===== config.mk =====
export PLATFORM = sky130hd
export DESIGN_NAME = cga_general_alu
export DESIGN_NICKNAME = d
export VERILOG_FILES = /design/src/common/cga_pkg.sv /design/src/common/cga_shift_if.sv /design/src/cga_shift_round.sv /design/src/cga_general_alu.sv
export SDC_FILE = /design/constraint.sdc
export NUM_CORES = 1
export LEC_CHECK = 0
export CAP_MARGIN = 15
export CORE_MARGIN = 8
export CORE_UTILIZATION = 30
export DETAILED_ROUTE_END_ITERATION = 7
export DONT_BUFFER_PORTS = 1
export PLACE_DENSITY_LB_ADDON = 0.08
export SYNTH_ARGS = -nofsm -noshare
export SYNTH_HDL_FRONTEND = slang
export SYNTH_HIERARCHICAL = 1
export SYNTH_SLANG_ARGS = --single-unit

===== constraint.sdc =====
create_clock -name ref_clk -period 12.79 [get_ports ref_clk]
set_input_delay 1.9185 -clock ref_clk [delete_from_list [all_inputs] [get_ports ref_clk]]
set_output_delay 1.9185 -clock ref_clk [all_outputs]
set_load 0.005 [all_outputs]

===== src/common/cga_pkg.sv =====
// holds encodings, field positions and reset values of the general alu unit
// assumes a 32-bit core that hands over one decoded instruction word at a time
package cga_pkg;

   // ---------------------------------------------------------------
   // widths
   // ---------------------------------------------------------------
   localparam int XLEN = 32;                    // data path width
   localparam int SHW  = 5;                     // shift amount width

   // ---------------------------------------------------------------
   // instruction field positions
   // ---------------------------------------------------------------
   localparam int OPC_HI   = 6;                 // major opcode
   localparam int OPC_LO   = 0;
   localparam int RD_HI    = 11;                // destination index
   localparam int RD_LO    = 7;
   localparam int F3_HI    = 14;                // function field, 3 bits
   localparam int F3_LO    = 12;
   localparam int IMM2_HI  = 24;                // clip width immediate
   localparam int IMM2_LO  = 20;
   localparam int F7_HI    = 31;                // function field, 7 bits
   localparam int F7_LO    = 25;
   localparam int IMM3_HI  = 29;                // shift amount immediate
   localparam int IMM3_LO  = 25;
   localparam int F2_RND   = 31;                // rounded variant
   localparam int F2_UNS   = 30;                // unsigned variant
   localparam int ACC_UNS  = 0;                 // funct7 bit: unsigned
   localparam int ACC_RND  = 1;                 // funct7 bit: rounded
   localparam int ACC_SUB  = 2;                 // funct7 bit: subtract

   // ---------------------------------------------------------------
   // major opcodes and 3-bit function codes
   // ---------------------------------------------------------------
   localparam logic [6:0] OPC_REG   = 7'h2b;    // register / width forms
   localparam logic [6:0] OPC_SHIMM = 7'h5b;    // immediate-shift forms
   localparam logic [2:0] F3_REG    = 3'h3;
   localparam logic [2:0] F3_ADDN   = 3'h2;
   localparam logic [2:0] F3_SUBN   = 3'h3;

   // ---------------------------------------------------------------
   // 7-bit function codes under OPC_REG
   // ---------------------------------------------------------------
   localparam logic [6:0] F7_ABS    = 7'h28;
   localparam logic [6:0] F7_SLE    = 7'h29;
   localparam logic [6:0] F7_SLEU   = 7'h2a;
   localparam logic [6:0] F7_MIN    = 7'h2b;
   localparam logic [6:0] F7_MINU   = 7'h2c;
   localparam logic [6:0] F7_MAX    = 7'h2d;
   localparam logic [6:0] F7_MAXU   = 7'h2e;
   localparam logic [6:0] F7_EXTHS  = 7'h30;
   localparam logic [6:0] F7_EXTHZ  = 7'h31;
   localparam logic [6:0] F7_EXTBS  = 7'h32;
   localparam logic [6:0] F7_EXTBZ  = 7'h33;
   localparam logic [6:0] F7_CLIP   = 7'h38;
   localparam logic [6:0] F7_CLIPU  = 7'h39;
   localparam logic [6:0] F7_CLIPR  = 7'h3a;
   localparam logic [6:0] F7_CLIPUR = 7'h3b;
   localparam logic [3:0] F7_ACC_HI = 4'h8;     // top four bits, 0x40..0x47

   // ---------------------------------------------------------------
   // constants and reset values
   // ---------------------------------------------------------------
   localparam logic [31:0] BOUND_MASK = 32'h7fffffff;
   localparam logic [31:0] RESULT_RST = 32'h00000000;
   localparam logic [4:0]  RD_RST     = 5'h00;

endpackage


===== src/common/cga_shift_if.sv =====
// carries one add/subtract, round and shift request and its answer
// assumes both ends sit in the same combinational cone of one clock
`timescale 1ns/10ps
interface cga_shift_if;
   logic [31:0] opa;        // minuend / first addend
   logic [31:0] opb;        // subtrahend / second addend
   logic [4:0]  shamt;      // shift distance
   logic        subtract;   // opa - opb instead of opa + opb
   logic        round_en;   // add half an lsb of the result first
   logic        arith;      // sign-filling shift
   logic [31:0] result;     // shifted value

   modport requester (output opa, opb, shamt, subtract, round_en, arith,
                      input  result);
   modport unit      (input  opa, opb, shamt, subtract, round_en, arith,
                      output result);
endinterface


===== src/cga_shift_round.sv =====
// add or subtract, optional rounding term, then right shift
// assumes operands are stable for the whole cycle; purely combinational
`timescale 1ns/10ps
module cga_shift_round (
   cga_shift_if.unit sr
);

   // ---------------------------------------------------------------
   // arithmetic core
   // ---------------------------------------------------------------
   logic [31:0] base;       // sum or difference, wraps at 32 bits
   logic [31:0] rnd_term;   // 2^(shamt-1) or zero
   logic [31:0] rounded;    // base plus rounding term
   logic        shamt_zero; // no shift, so no rounding either

   assign base       = sr.subtract ? sr.opa - sr.opb : sr.opa + sr.opb;
   assign shamt_zero = (sr.shamt == 5'h00);
   // zero shift must not add anything
   assign rnd_term   = (sr.round_en && !shamt_zero)
                       ? (32'h00000001 << (sr.shamt - 5'h01)) : 32'h00000000;
   assign rounded    = base + rnd_term;

   // ---------------------------------------------------------------
   // shifter: sign fill for signed forms, zero fill otherwise
   // ---------------------------------------------------------------
   assign sr.result  = sr.arith ? 32'($signed(rounded) >>> sr.shamt)
                                : (rounded >> sr.shamt);

endmodule


===== src/cga_general_alu.sv =====
// general alu unit: compare, min/max, extend, clip and add/sub with shift
// assumes decode hands one instruction with its operands per valid cycle
`timescale 1ns/10ps
module cga_general_alu (
   input  wire logic        ref_clk,
   input  wire logic        rst,
   input  wire logic        op_valid,
   input  wire logic [31:0] instr,
   input  wire logic [31:0] rs1_val,
   input  wire logic [31:0] rs2_val,
   input  wire logic [31:0] rd_val,
   output logic      [31:0] result_ff,
   output logic             result_valid_ff,
   output logic      [4:0]  rd_index_ff,
   output logic             acc_op_ff,
   output logic             unsupported_ff
);

   // ---------------------------------------------------------------
   // instruction fields
   // ---------------------------------------------------------------
   logic [6:0] opc;        // major opcode
   logic [2:0] f3;         // 3-bit function
   logic [6:0] f7;         // 7-bit function
   logic [4:0] clip_width_immediate;   // clip width
   logic [4:0] shift_amount_immediate; // shift distance
   logic       f2_rnd;     // rounded variant bit
   logic       f2_uns;     // unsigned variant bit

   assign opc = instr[cga_pkg::OPC_HI:cga_pkg::OPC_LO];
   assign f3  = instr[cga_pkg::F3_HI:cga_pkg::F3_LO];
   assign f7  = instr[cga_pkg::F7_HI:cga_pkg::F7_LO];
   assign clip_width_immediate   = instr[cga_pkg::IMM2_HI:cga_pkg::IMM2_LO];
   assign shift_amount_immediate = instr[cga_pkg::IMM3_HI:cga_pkg::IMM3_LO];
   assign f2_rnd = instr[cga_pkg::F2_RND];
   assign f2_uns = instr[cga_pkg::F2_UNS];

   // ---------------------------------------------------------------
   // decode
   // ---------------------------------------------------------------
   // two opcode spaces reach this unit; anything else in them,
   // such as the bit-manipulation codes, is flagged unsupported
   // rather than answered, so the core can raise its own trap
   // and the last result stays visible on result_ff
   logic reg_space;        // opcode 0101011 with funct 011
   logic imm_space;        // opcode 1011011, add or subtract

   assign reg_space = (opc == cga_pkg::OPC_REG)
                      && (f3 == cga_pkg::F3_REG);
   assign imm_space = (opc == cga_pkg::OPC_SHIMM)
                      && ((f3 == cga_pkg::F3_ADDN)
                          || (f3 == cga_pkg::F3_SUBN));

   logic absolute_value_op;
   logic set_less_equal_signed_op;
   logic set_less_equal_unsigned_op;
   logic minimum_signed_op;
   logic minimum_unsigned_op;
   logic maximum_signed_op;
   logic maximum_unsigned_op;
   logic halfword_sign_extend_op;
   logic halfword_zero_extend_op;
   logic byte_sign_extend_op;
   logic byte_zero_extend_op;
   logic saturate_signed_imm_op;
   logic saturate_unsigned_imm_op;
   logic saturate_signed_reg_op;
   logic saturate_unsigned_reg_op;
   logic acc_any_op;       // any of the eight accumulate forms
   logic shift_imm_any_op; // any of the eight immediate-shift forms

   // one compare per function code
   assign absolute_value_op          = reg_space && f7 == cga_pkg::F7_ABS;
   assign set_less_equal_signed_op   = reg_space && f7 == cga_pkg::F7_SLE;
   assign set_less_equal_unsigned_op = reg_space && f7 == cga_pkg::F7_SLEU;
   assign minimum_signed_op          = reg_space && f7 == cga_pkg::F7_MIN;
   assign minimum_unsigned_op        = reg_space && f7 == cga_pkg::F7_MINU;
   assign maximum_signed_op          = reg_space && f7 == cga_pkg::F7_MAX;
   assign maximum_unsigned_op        = reg_space && f7 == cga_pkg::F7_MAXU;
   assign halfword_sign_extend_op    = reg_space && f7 == cga_pkg::F7_EXTHS;
   assign halfword_zero_extend_op    = reg_space && f7 == cga_pkg::F7_EXTHZ;
   assign byte_sign_extend_op        = reg_space && f7 == cga_pkg::F7_EXTBS;
   assign byte_zero_extend_op        = reg_space && f7 == cga_pkg::F7_EXTBZ;
   assign saturate_signed_imm_op     = reg_space && f7 == cga_pkg::F7_CLIP;
   assign saturate_unsigned_imm_op   = reg_space && f7 == cga_pkg::F7_CLIPU;
   assign saturate_signed_reg_op     = reg_space && f7 == cga_pkg::F7_CLIPR;
   assign saturate_unsigned_reg_op   = reg_space && f7 == cga_pkg::F7_CLIPUR;
   // 0x40..0x47: low three bits pick unsigned, rounded, subtract
   assign acc_any_op       = reg_space && (f7[6:3] == cga_pkg::F7_ACC_HI);
   assign shift_imm_any_op = imm_space;

   // known_op gates the result register and the valid pulse;
   // keeping the list explicit means a new code added to the
   // decode above stays dormant until it is listed here too
   logic known_op;         // something this unit answers
   assign known_op = absolute_value_op | set_less_equal_signed_op
                   | set_less_equal_unsigned_op | minimum_signed_op
                   | minimum_unsigned_op | maximum_signed_op
                   | maximum_unsigned_op | halfword_sign_extend_op
                   | halfword_zero_extend_op | byte_sign_extend_op
                   | byte_zero_extend_op | saturate_signed_imm_op
                   | saturate_unsigned_imm_op | saturate_signed_reg_op
                   | saturate_unsigned_reg_op | acc_any_op
                   | shift_imm_any_op;

   // ---------------------------------------------------------------
   // comparators, shared by compare, min, max
   // ---------------------------------------------------------------
   // one signed and one unsigned less-than serve compare, min and
   // max alike; equality is separate so set-less-equal needs no
   // third magnitude comparator
   logic lt_s;             // rs1 < rs2, signed
   logic lt_u;             // rs1 < rs2, unsigned
   logic eq;               // rs1 == rs2

   assign lt_s = $signed(rs1_val) < $signed(rs2_val);
   assign lt_u = rs1_val < rs2_val;
   assign eq   = rs1_val == rs2_val;

   // ---------------------------------------------------------------
   // simple results
   // ---------------------------------------------------------------
   logic [31:0] abs_res;
   logic [31:0] sle_s_res;
   logic [31:0] sle_u_res;
   logic [31:0] min_s_res;
   logic [31:0] min_u_res;
   logic [31:0] max_s_res;
   logic [31:0] max_u_res;
   logic [31:0] exths_res;
   logic [31:0] exthz_res;
   logic [31:0] extbs_res;
   logic [31:0] extbz_res;

   // most negative value negates to itself, as in plain 32-bit wrap
   assign abs_res   = rs1_val[31] ? (32'h00000000 - rs1_val)
                                  : rs1_val;
   assign sle_s_res = {31'h00000000, lt_s | eq};
   assign sle_u_res = {31'h00000000, lt_u | eq};
   assign min_s_res = lt_s ? rs1_val : rs2_val;
   assign min_u_res = lt_u ? rs1_val : rs2_val;
   assign max_s_res = lt_s ? rs2_val : rs1_val;
   assign max_u_res = lt_u ? rs2_val : rs1_val;
   assign exths_res = {{16{rs1_val[15]}}, rs1_val[15:0]};
   assign exthz_res = {16'h0000, rs1_val[15:0]};
   assign extbs_res = {{24{rs1_val[7]}}, rs1_val[7:0]};
   assign extbz_res = {24'h000000, rs1_val[7:0]};

   // ---------------------------------------------------------------
   // clip bounds
   // ---------------------------------------------------------------
   // both clip flavours share one bound pair: immediate forms build
   // the bound from the width field, register forms from rs2 with
   // its sign bit cleared; the lower bound is the bitwise complement
   // of the upper, which equals -(upper + 1) in two's complement
   logic [31:0] imm_upper; // 2^(w-1)-1, or zero for width zero
   logic [31:0] reg_upper; // rs2 with sign bit cleared
   logic [31:0] upper;     // bound in use
   logic [31:0] lower;     // -(upper+1), which is the complement

   // width zero would shift by -1, so it is forced to zero instead
   assign imm_upper = (clip_width_immediate == 5'h00) ? 32'h00000000
                    : (32'h00000001 << (clip_width_immediate - 5'h01))
                      - 32'h00000001;
   assign reg_upper = rs2_val & cga_pkg::BOUND_MASK;
   assign upper     = (saturate_signed_reg_op | saturate_unsigned_reg_op)
                      ? reg_upper : imm_upper;
   assign lower     = ~upper;                   // gives -1 for width zero

   // all three tests compare as signed, so a negative rs1 floors at
   // zero in the unsigned clips instead of looking huge
   logic at_low;           // rs1 <= lower
   logic at_zero;          // rs1 <= 0, signed
   logic at_high;          // rs1 >= upper, signed

   assign at_low  = $signed(rs1_val) <= $signed(lower);
   assign at_zero = $signed(rs1_val) <= $signed(32'h00000000);
   assign at_high = $signed(rs1_val) >= $signed(upper);

   logic [31:0] clip_s_res;
   logic [31:0] clip_u_res;

   assign clip_s_res = at_low  ? lower
                     : at_high ? upper : rs1_val;
   assign clip_u_res = at_zero ? 32'h00000000
                     : at_high ? upper : rs1_val;

   // ---------------------------------------------------------------
   // add/sub with round and shift, in its own unit
   // ---------------------------------------------------------------
   // immediate and accumulate forms share one adder and shifter;
   // only the operand steering below differs between them
   // limitation: sums wrap at 32 bits before the shift, so no carry
   // bit reaches the top of a shifted result
   cga_shift_if sh_bus ();

   // accumulate forms take the destination as first operand
   assign sh_bus.opa      = acc_any_op ? rd_val : rs1_val;
   assign sh_bus.opb      = acc_any_op ? rs1_val : rs2_val;
   // register forms shift by the low five bits of rs2
   assign sh_bus.shamt    = acc_any_op ? rs2_val[4:0]
                                       : shift_amount_immediate;
   assign sh_bus.subtract = acc_any_op ? f7[cga_pkg::ACC_SUB]
                                       : (f3 == cga_pkg::F3_SUBN);
   assign sh_bus.round_en = acc_any_op ? f7[cga_pkg::ACC_RND]
                                       : f2_rnd;
   assign sh_bus.arith    = acc_any_op ? !f7[cga_pkg::ACC_UNS]
                                       : !f2_uns;

   cga_shift_round u_shift_round (
      .sr (sh_bus.unit)
   );

   // ---------------------------------------------------------------
   // result selection; decodes are mutually exclusive
   // ---------------------------------------------------------------
   logic [31:0] sel_res;

   assign sel_res =
        absolute_value_op          ? abs_res
      : set_less_equal_signed_op   ? sle_s_res
      : set_less_equal_unsigned_op ? sle_u_res
      : minimum_signed_op          ? min_s_res
      : minimum_unsigned_op        ? min_u_res
      : maximum_signed_op          ? max_s_res
      : maximum_unsigned_op        ? max_u_res
      : halfword_sign_extend_op    ? exths_res
      : halfword_zero_extend_op    ? exthz_res
      : byte_sign_extend_op        ? extbs_res
      : byte_zero_extend_op        ? extbz_res
      : saturate_signed_imm_op     ? clip_s_res
      : saturate_unsigned_imm_op   ? clip_u_res
      : saturate_signed_reg_op     ? clip_s_res
      : saturate_unsigned_reg_op   ? clip_u_res
      : (acc_any_op | shift_imm_any_op) ? sh_bus.result
      : cga_pkg::RESULT_RST;

   // ---------------------------------------------------------------
   // output stage: one register so every output is a flop
   // ---------------------------------------------------------------
   // registering the answer costs one cycle of latency but keeps
   // the long decode and adder paths away from the core's writeback
   logic [31:0] nxt_result;
   logic        nxt_valid;
   logic        nxt_acc;
   logic        nxt_unsup;

   // result only moves on a taken request; it holds otherwise
   assign nxt_result = (op_valid && known_op) ? sel_res : result_ff;
   assign nxt_valid  = op_valid && known_op;
   assign nxt_acc    = op_valid && acc_any_op;   // write back to rd
   assign nxt_unsup  = op_valid && !known_op;

   // data flops
   always_ff @(posedge ref_clk) begin
      if (rst) begin
         result_ff   <= cga_pkg::RESULT_RST;
         rd_index_ff <= cga_pkg::RD_RST;
      end else begin
         result_ff   <= nxt_result;
         rd_index_ff <= op_valid ? instr[cga_pkg::RD_HI:cga_pkg::RD_LO]
                                 : rd_index_ff;
      end
   end

   // status flops, one-cycle pulses
   always_ff @(posedge ref_clk) begin
      if (rst) begin
         result_valid_ff <= 1'b0;
         acc_op_ff       <= 1'b0;
         unsupported_ff  <= 1'b0;
      end else begin
         result_valid_ff <= nxt_valid;
         acc_op_ff       <= nxt_acc;
         unsupported_ff  <= nxt_unsup;
      end
   end

endmodule


* Word-level counts from Yosys, hierarchy flattened
Index checks and enable logic that the tools add are counted.
** Operators by class
- Add/sub/neg operators :: 7
- Reductions and logical operators :: 29
- $lt $le $gt $ge :: 5
- Bitwise gates (word level) :: 21
- Multiplexer cells :: 35
- Eq/ne operators :: 21
- Shift operators :: 4
** Operator list (count)
- two-way mux 32 bit :: 31
- equality test 7 x 6 -> 1 bit, second input constant :: 16
- adder 32 bit :: 2
- < comparator 32 bit :: 2
- << shifter 1 x 5 -> 32 bit, first input constant :: 2
- equality test 32 bit :: 1
- >= comparator 32 bit :: 1
- less-or-equal comparator 32 x 1 -> 1 bit, second input constant :: 1
- less-or-equal comparator 32 bit :: 1
- NOT 32 bit :: 1
- >> shifter 32 x 5 -> 32 bit :: 1
- >>> shifter 32 x 5 -> 32 bit :: 1
- subtractor 1 x 32 -> 32 bit, first input constant :: 1
- subtractor 32 x 1 -> 32 bit, second input constant :: 1
- subtractor 32 bit :: 1
- logical AND 1 bit :: 22
- bitwise OR 1 bit :: 20
- logical NOT 5 bit :: 2
- subtractor 5 x 1 -> 5 bit, second input constant :: 2
- equality test 7 bit, second input constant :: 1
- equality test 3 x 2 -> 1 bit, second input constant :: 2
- two-way mux 5 bit :: 1
- equality test 4 bit, second input constant :: 1
- logical NOT 1 bit :: 4
- other kinds (2) :: 4
** Storage, ports and cells
- Output and inout port bits :: 40
- Register bits after elaboration :: 40

* Longest topological paths before layout
- Word-level depth :: 27
- Mapped depth :: 42
- Gate-level depth less buffers :: 40

* Hierarchy
The synthesis kept the hierarchy.
** By module, submodules not included
- cga_general_alu :: area an instance 10852.9 sq um, times used 1, cells each 1691
- cga_shift_round :: area an instance 6734.0 sq um, times used 1, cells each 988

* Least setup slack after synthesis
Ideal clock, no wire load.
- Path type :: input port to flip-flop
- Start :: input instr[28]
- End :: register result_ff[0]
- Required time :: 12658 ps
- Arrival time :: 10075 ps
- Cell stages on the path :: 36
- Library setup time :: 132 ps
- Slack :: 2583 ps
- Cell sequence :: or4b_1 -> or3_1 -> nor2_1 -> clkbuf_1 -> o21ai_0 -> or4_4 -> or2_2 -> nor3_1 -> nand2_1 -> nor2_1 -> a21oi_1 -> xnor2_1 -> ha_1 -> o21a_1 -> nor2_1 -> a211o_1 -> or3_1 -> o21ai_0 -> nand2b_1 -> a21o_1 -> a21oi_1 -> xnor2_1 -> ha_1 -> clkbuf_1 -> a31oi_1 -> a221oi_1 -> a21boi_0 -> o32ai_2 -> xnor2_2 -> mux4_2 -> or3_2 -> o211a_1 -> a211oi_1 -> o41ai_1 -> o311ai_0 -> a21oi_1
** Between the ends
- Elaborated cells between the ends (all ways) :: 93
- Those cells by class :: 4 x add/sub; 2 x order compare; 16 x eq/ne; 3 x shift; 29 x mux; 19 x bitwise; 20 x reduce/logical
** RTL lines
- start: declaration :: RTL line cga_general_alu.sv:8 : input wire logic [31:0] instr,
- equality test 4 bit (*) :: RTL line cga_general_alu.sv:89 : assign acc_any_op = reg_space && (f7[6:3] == cga_pkg::F7_ACC_HI);
- logical AND 1 bit (*) :: RTL line cga_general_alu.sv:89
- two-way mux 32 bit (*) :: RTL line cga_general_alu.sv:199 : assign sh_bus.opb = acc_any_op ? rs1_val : rs2_val;
- net sh_bus.opb[13] :: RTL line cga_shift_if.sv:6 : logic [31:0] opb;
- adder 32 bit / subtractor 32 bit (equally long branches) :: RTL line cga_shift_round.sv:16 : assign base = sr.subtract ? sr.opa - sr.opb : sr.opa + sr.opb;
- two-way mux 32 bit (*) :: RTL line cga_shift_round.sv:16
- adder 32 bit (*) :: RTL line cga_shift_round.sv:21 : assign rounded = base + rnd_term;
- >> shifter 32 x 5 -> 32 bit / >>> shifter 32 x 5 -> 32 bit (equally long branches) :: RTL line cga_shift_round.sv:27, cga_shift_round.sv:26
- [1 not listed]
- net sh_bus.result[0] :: RTL line cga_shift_if.sv:11 : logic [31:0] result;
- [8 not listed]
- two-way mux 32 bit (*) :: RTL line cga_general_alu.sv:227 : : halfword_sign_extend_op ? exths_res
- two-way mux 32 bit (*) :: RTL line cga_general_alu.sv:226 : : maximum_unsigned_op ? max_u_res
- two-way mux 32 bit (*) :: RTL line cga_general_alu.sv:225 : : maximum_signed_op ? max_s_res
- two-way mux 32 bit (*) :: RTL line cga_general_alu.sv:224 : : minimum_unsigned_op ? min_u_res
- two-way mux 32 bit (*) :: RTL line cga_general_alu.sv:223 : : minimum_signed_op ? min_s_res
- two-way mux 32 bit (*) :: RTL line cga_general_alu.sv:222 : : set_less_equal_unsigned_op ? sle_u_res
- two-way mux 32 bit (*) :: RTL line cga_general_alu.sv:221 : : set_less_equal_signed_op ? sle_s_res
- two-way mux 32 bit (*) :: RTL line cga_general_alu.sv:220 : absolute_value_op ? abs_res
- end signal: assignment :: RTL line cga_general_alu.sv:257 : result_ff <= cga_pkg::RESULT_RST;
- end signal: assignment :: RTL line cga_general_alu.sv:260 : result_ff <= nxt_result;
- end: declaration :: RTL line cga_general_alu.sv:12 : output logic [31:0] result_ff,
Mark *: on every way through the listed nets, which the timed path passes. The rest lies on a longest branch.
A chain may end at the register's enable or synchronous reset.

* Worst setup path after layout
- Start :: input instr[28]
- End :: register result_ff[18]
The elaborated chain is that of the path after synthesis.

==> impl_metrics.json <==
{
  "status": "finished, final reports clean",
  "routedWlPerCell_um": 31.2,
  "finalCritPeriodShare_pct": 93.5,
  "rows": 88,
  "synth-edff-count": 0,
  "fp.dieW_um": 258,
  "synth_top_flop_cell": "dfxtp_1",
  "fin_setup_tns_ns": 0,
  "fin_crit_ns": 11.96,
  "fmaxAchievable_mhz": 83.6,
  "async_flop_share_pct": 0,
  "post-cts-setup-buffer-count": 0,
  "route.vias.total": 21554,
  "fin_nets": 2838,
  "gp_congestion": 0.986,
  "cp-start-kind": "primary input",
  "r2r_slack_ns": 11.48,
  "ir_drop_mv": 0.0420,
  "crit_slowest_cell": "o41ai_1",
  "cts_resized": 0,
  "drive_gt1_share_pct": 7.05,
  "synth.avg_cell_area_um2": 6.56,
  "grt_overflow": 0,
  "r2r_cells": 5,
  "grt_pass1_wl_um": 146000,
  "hold_buffers": 0,
  "synth_cell_types": 117,
  "crit_arrival_ns": 12.22,
  "cts_num_sinks": 40,
  "whs_path_depth": 2,
  "detail-route-antenna-nets": 0,
  "synth_fp_nets": 2980,
  "core_um2": 57800,
  "ys_warn_count": 6,
  "vias_per_cell": 6.52,
  "power.density_nw_per_um2": 68.1,
  "clk_latency_ns": 0.30,
  "grt_pass1_vias": 19518,
  "cts_buffers": 5,
  "dr.pass1.iters": 6,
  "cts_root_buf": "clkbuf_16",
  "cp-end-kind": "flop",
  "ys_seq_elements": 40,
  "ys_seq_area_share_pct": 4.55,
  "hpwlAfterDp_um": 80400,
  "relSlewSlack_pct": 26.7,
  "drv_slew": 0,
  "syn_inst": 2679,
  "cts_buffer_depth": 2,
  "finalHoldViolCount": 0,
  "hp-start": "result_ff[3]",
  "initial_core_util_pct": 30.4,
  "drc": 0,
  "p_leak_nw": 7.22,
  "netlist_area_um2": 17600,
  "io_buffers": 0,
  "mostFrequentLayoutCell": "nand2_1",
  "rsz0062_at_grt": "false",
  "place_inst": 3295,
  "io_pins": 171,
  "critPathRequiredTime_ns": 13.05,
  "die-area_um2": 66600,
  "tightest_slew_ns": 1.09,
  "rr_startpoint": "result_ff[8]",
  "wirelength_um": 103000,
  "cap_viol_max_count": 0,
  "syn_to_final_growth_pct": 4.18,
  "path_clk_slew_ns": 0.07,
  "antenna_found_initial": 2,
  "max_stage_delay_ns": 0.84,
  "cp_max_fo": 84,
  "layout_common_cells": "nand2_1 (325), nor2_1 (273), a21oi_1 (233)",
  "r2r_end": "result_ff[8]",
  "layoutNonFillerInstCount": 3304,
  "grt_util_all_layers_pct": 29.2,
  "htree_num_levels": 2,
  "cts_tree": "done",
  "crit_type": "in2reg",
  "setup_viol": 0,
  "min_to": "result_ff[3]",
  "drt-initial-drc-count": 2637,
  "hold_slack_ns": 0.520,
  "die_h_um": 258,
  "finish.utilization_pct": 31.7,
  "grt_max_degree": 85,
  "fillCellCount": 6442,
  "finClkSkew_ns": 0,
  "min_path_type": "reg2reg"
}
report_power, final:
group / internal [W] / leakage, nW / switching, W
clock: 0.0000923 / 0.0798 / 0.0000695
sequential: 0.000126 / 0.323 / 0.000000969
combinational: 0.000341 / 6.81 / 0.000619
total: 0.000559 / 7.22 / 0.000689
logic make-up (layout without fill, tap and decap cells):
family / after synthesis / count (layout) / synth area share [%]
mux: 116 / 116 / 7.98
simple gates: 961 / 961 / 25.7
buf+inv: 322 / 181 / 7.53
flops: 40 / 40 / 4.55
compound gates: 961 / 961 / 36.6
fa+ha+maj: 170 / 170 / 12.2
xor+xnor: 107 / 107 / 5.41
other cells: 2 / 3 / 0.0427
state kept, by name, summed over array words and instances, names as in the netlist:
register         cells
result_valid_ff      1
result_ff           32
acc_op_ff            1
unsupported_ff       1
rd_index_ff          5
Yosys cell counts, types with 22 or more instances:
cell | number | area share [%]
o211ai_1 | 37 | 1.6
dfxtp_1 | 40 | 4.6
ha_1 | 168 | 12
buf_2 | 33 | 0.94
mux2i_1 | 81 | 4.6
clkbuf_1 | 135 | 2.9
xor2_1 | 30 | 1.5
and2_1 | 24 | 0.85
a21o_1 | 45 | 1.9
or3_1 | 23 | 0.82
nand4_1 | 29 | 1.0
nor2_1 | 277 | 5.9
a211oi_1 | 50 | 2.1
a31oi_1 | 22 | 0.78
nand2_1 | 325 | 6.9
a221oi_1 | 35 | 1.7
nand2b_1 | 25 | 0.89
o21ai_0 | 220 | 6.3
inv_1 | 121 | 2.6
nor3_1 | 74 | 2.1
o31ai_1 | 30 | 1.3
xnor2_1 | 75 | 3.7
a21oi_1 | 234 | 6.7
nand3_1 | 62 | 1.8
worst max-delay path by stage:
stage | startpoint | to | slack (ns) | depth (start not counted)
detailed placement | instr[28] | result_ff[18] | 0.87 | 35
CTS | instr[28] | result_ff[18] | 1.13 | 36
floorplan | instr[28] | result_ff[0] | 2.58 | 36
global route | instr[28] | result_ff[18] | 0.25 | 36
finish | instr[28] | result_ff[18] | 0.83 | 34
global placement | instr[28] | result_ff[18] | 0.89 | 34
through the flow:
step / area (um^2) / power [W] / worst slack (ns)
2_1_floorplan: 17600 / 0.000808 / 2.58
3_3_place_gp: 18200 / 0.00106 / 0.888
3_5_place_dp: 18200 / 0.00106 / 0.867
4_1_cts: 18300 / 0.00123 / 1.13
5_1_grt: 18300 / 0.00132 / 0.251
6_report: 18300 / 0.00125 / 0.826
worst max-delay path, delay by kind of cell:
family / cells / cell delay, ns
AND/OR/NAND/NOR: 15 / 4.47
AO/OA/AOI/OAI: 14 / 4.09
buffers and inverters: 1 / 0.31
XOR/XNOR: 2 / 0.57
adder cells (fa/ha/maj): 2 / 0.84
final cells by class:
cell class / count / area [um^2] / area share [%]
Antenna cell: 1 / 2.50 / 0.0137
Clock inverter: 3 / 42.5 / 0.232
Multi-Input combinational cell: 2317 / 15500 / 84.9
Tap cell: 765 / 957 / 5.22
Inverter: 124 / 465 / 2.54
Timing Repair Buffer: 49 / 380 / 2.08
Clock buffer: 5 / 125 / 0.683
Sequential cell: 40 / 801 / 4.37
per-layer routing:
metal,up-vias,track usage (%),part of all wire [%]
li1,9705,-,-
met2,1239,44.8,43
met1,10409,38.7,41
met5,-,0.877,0.075
met4,2,12.1,5.0
met3,199,6.94,11
(Power assumes the default switching activity.)
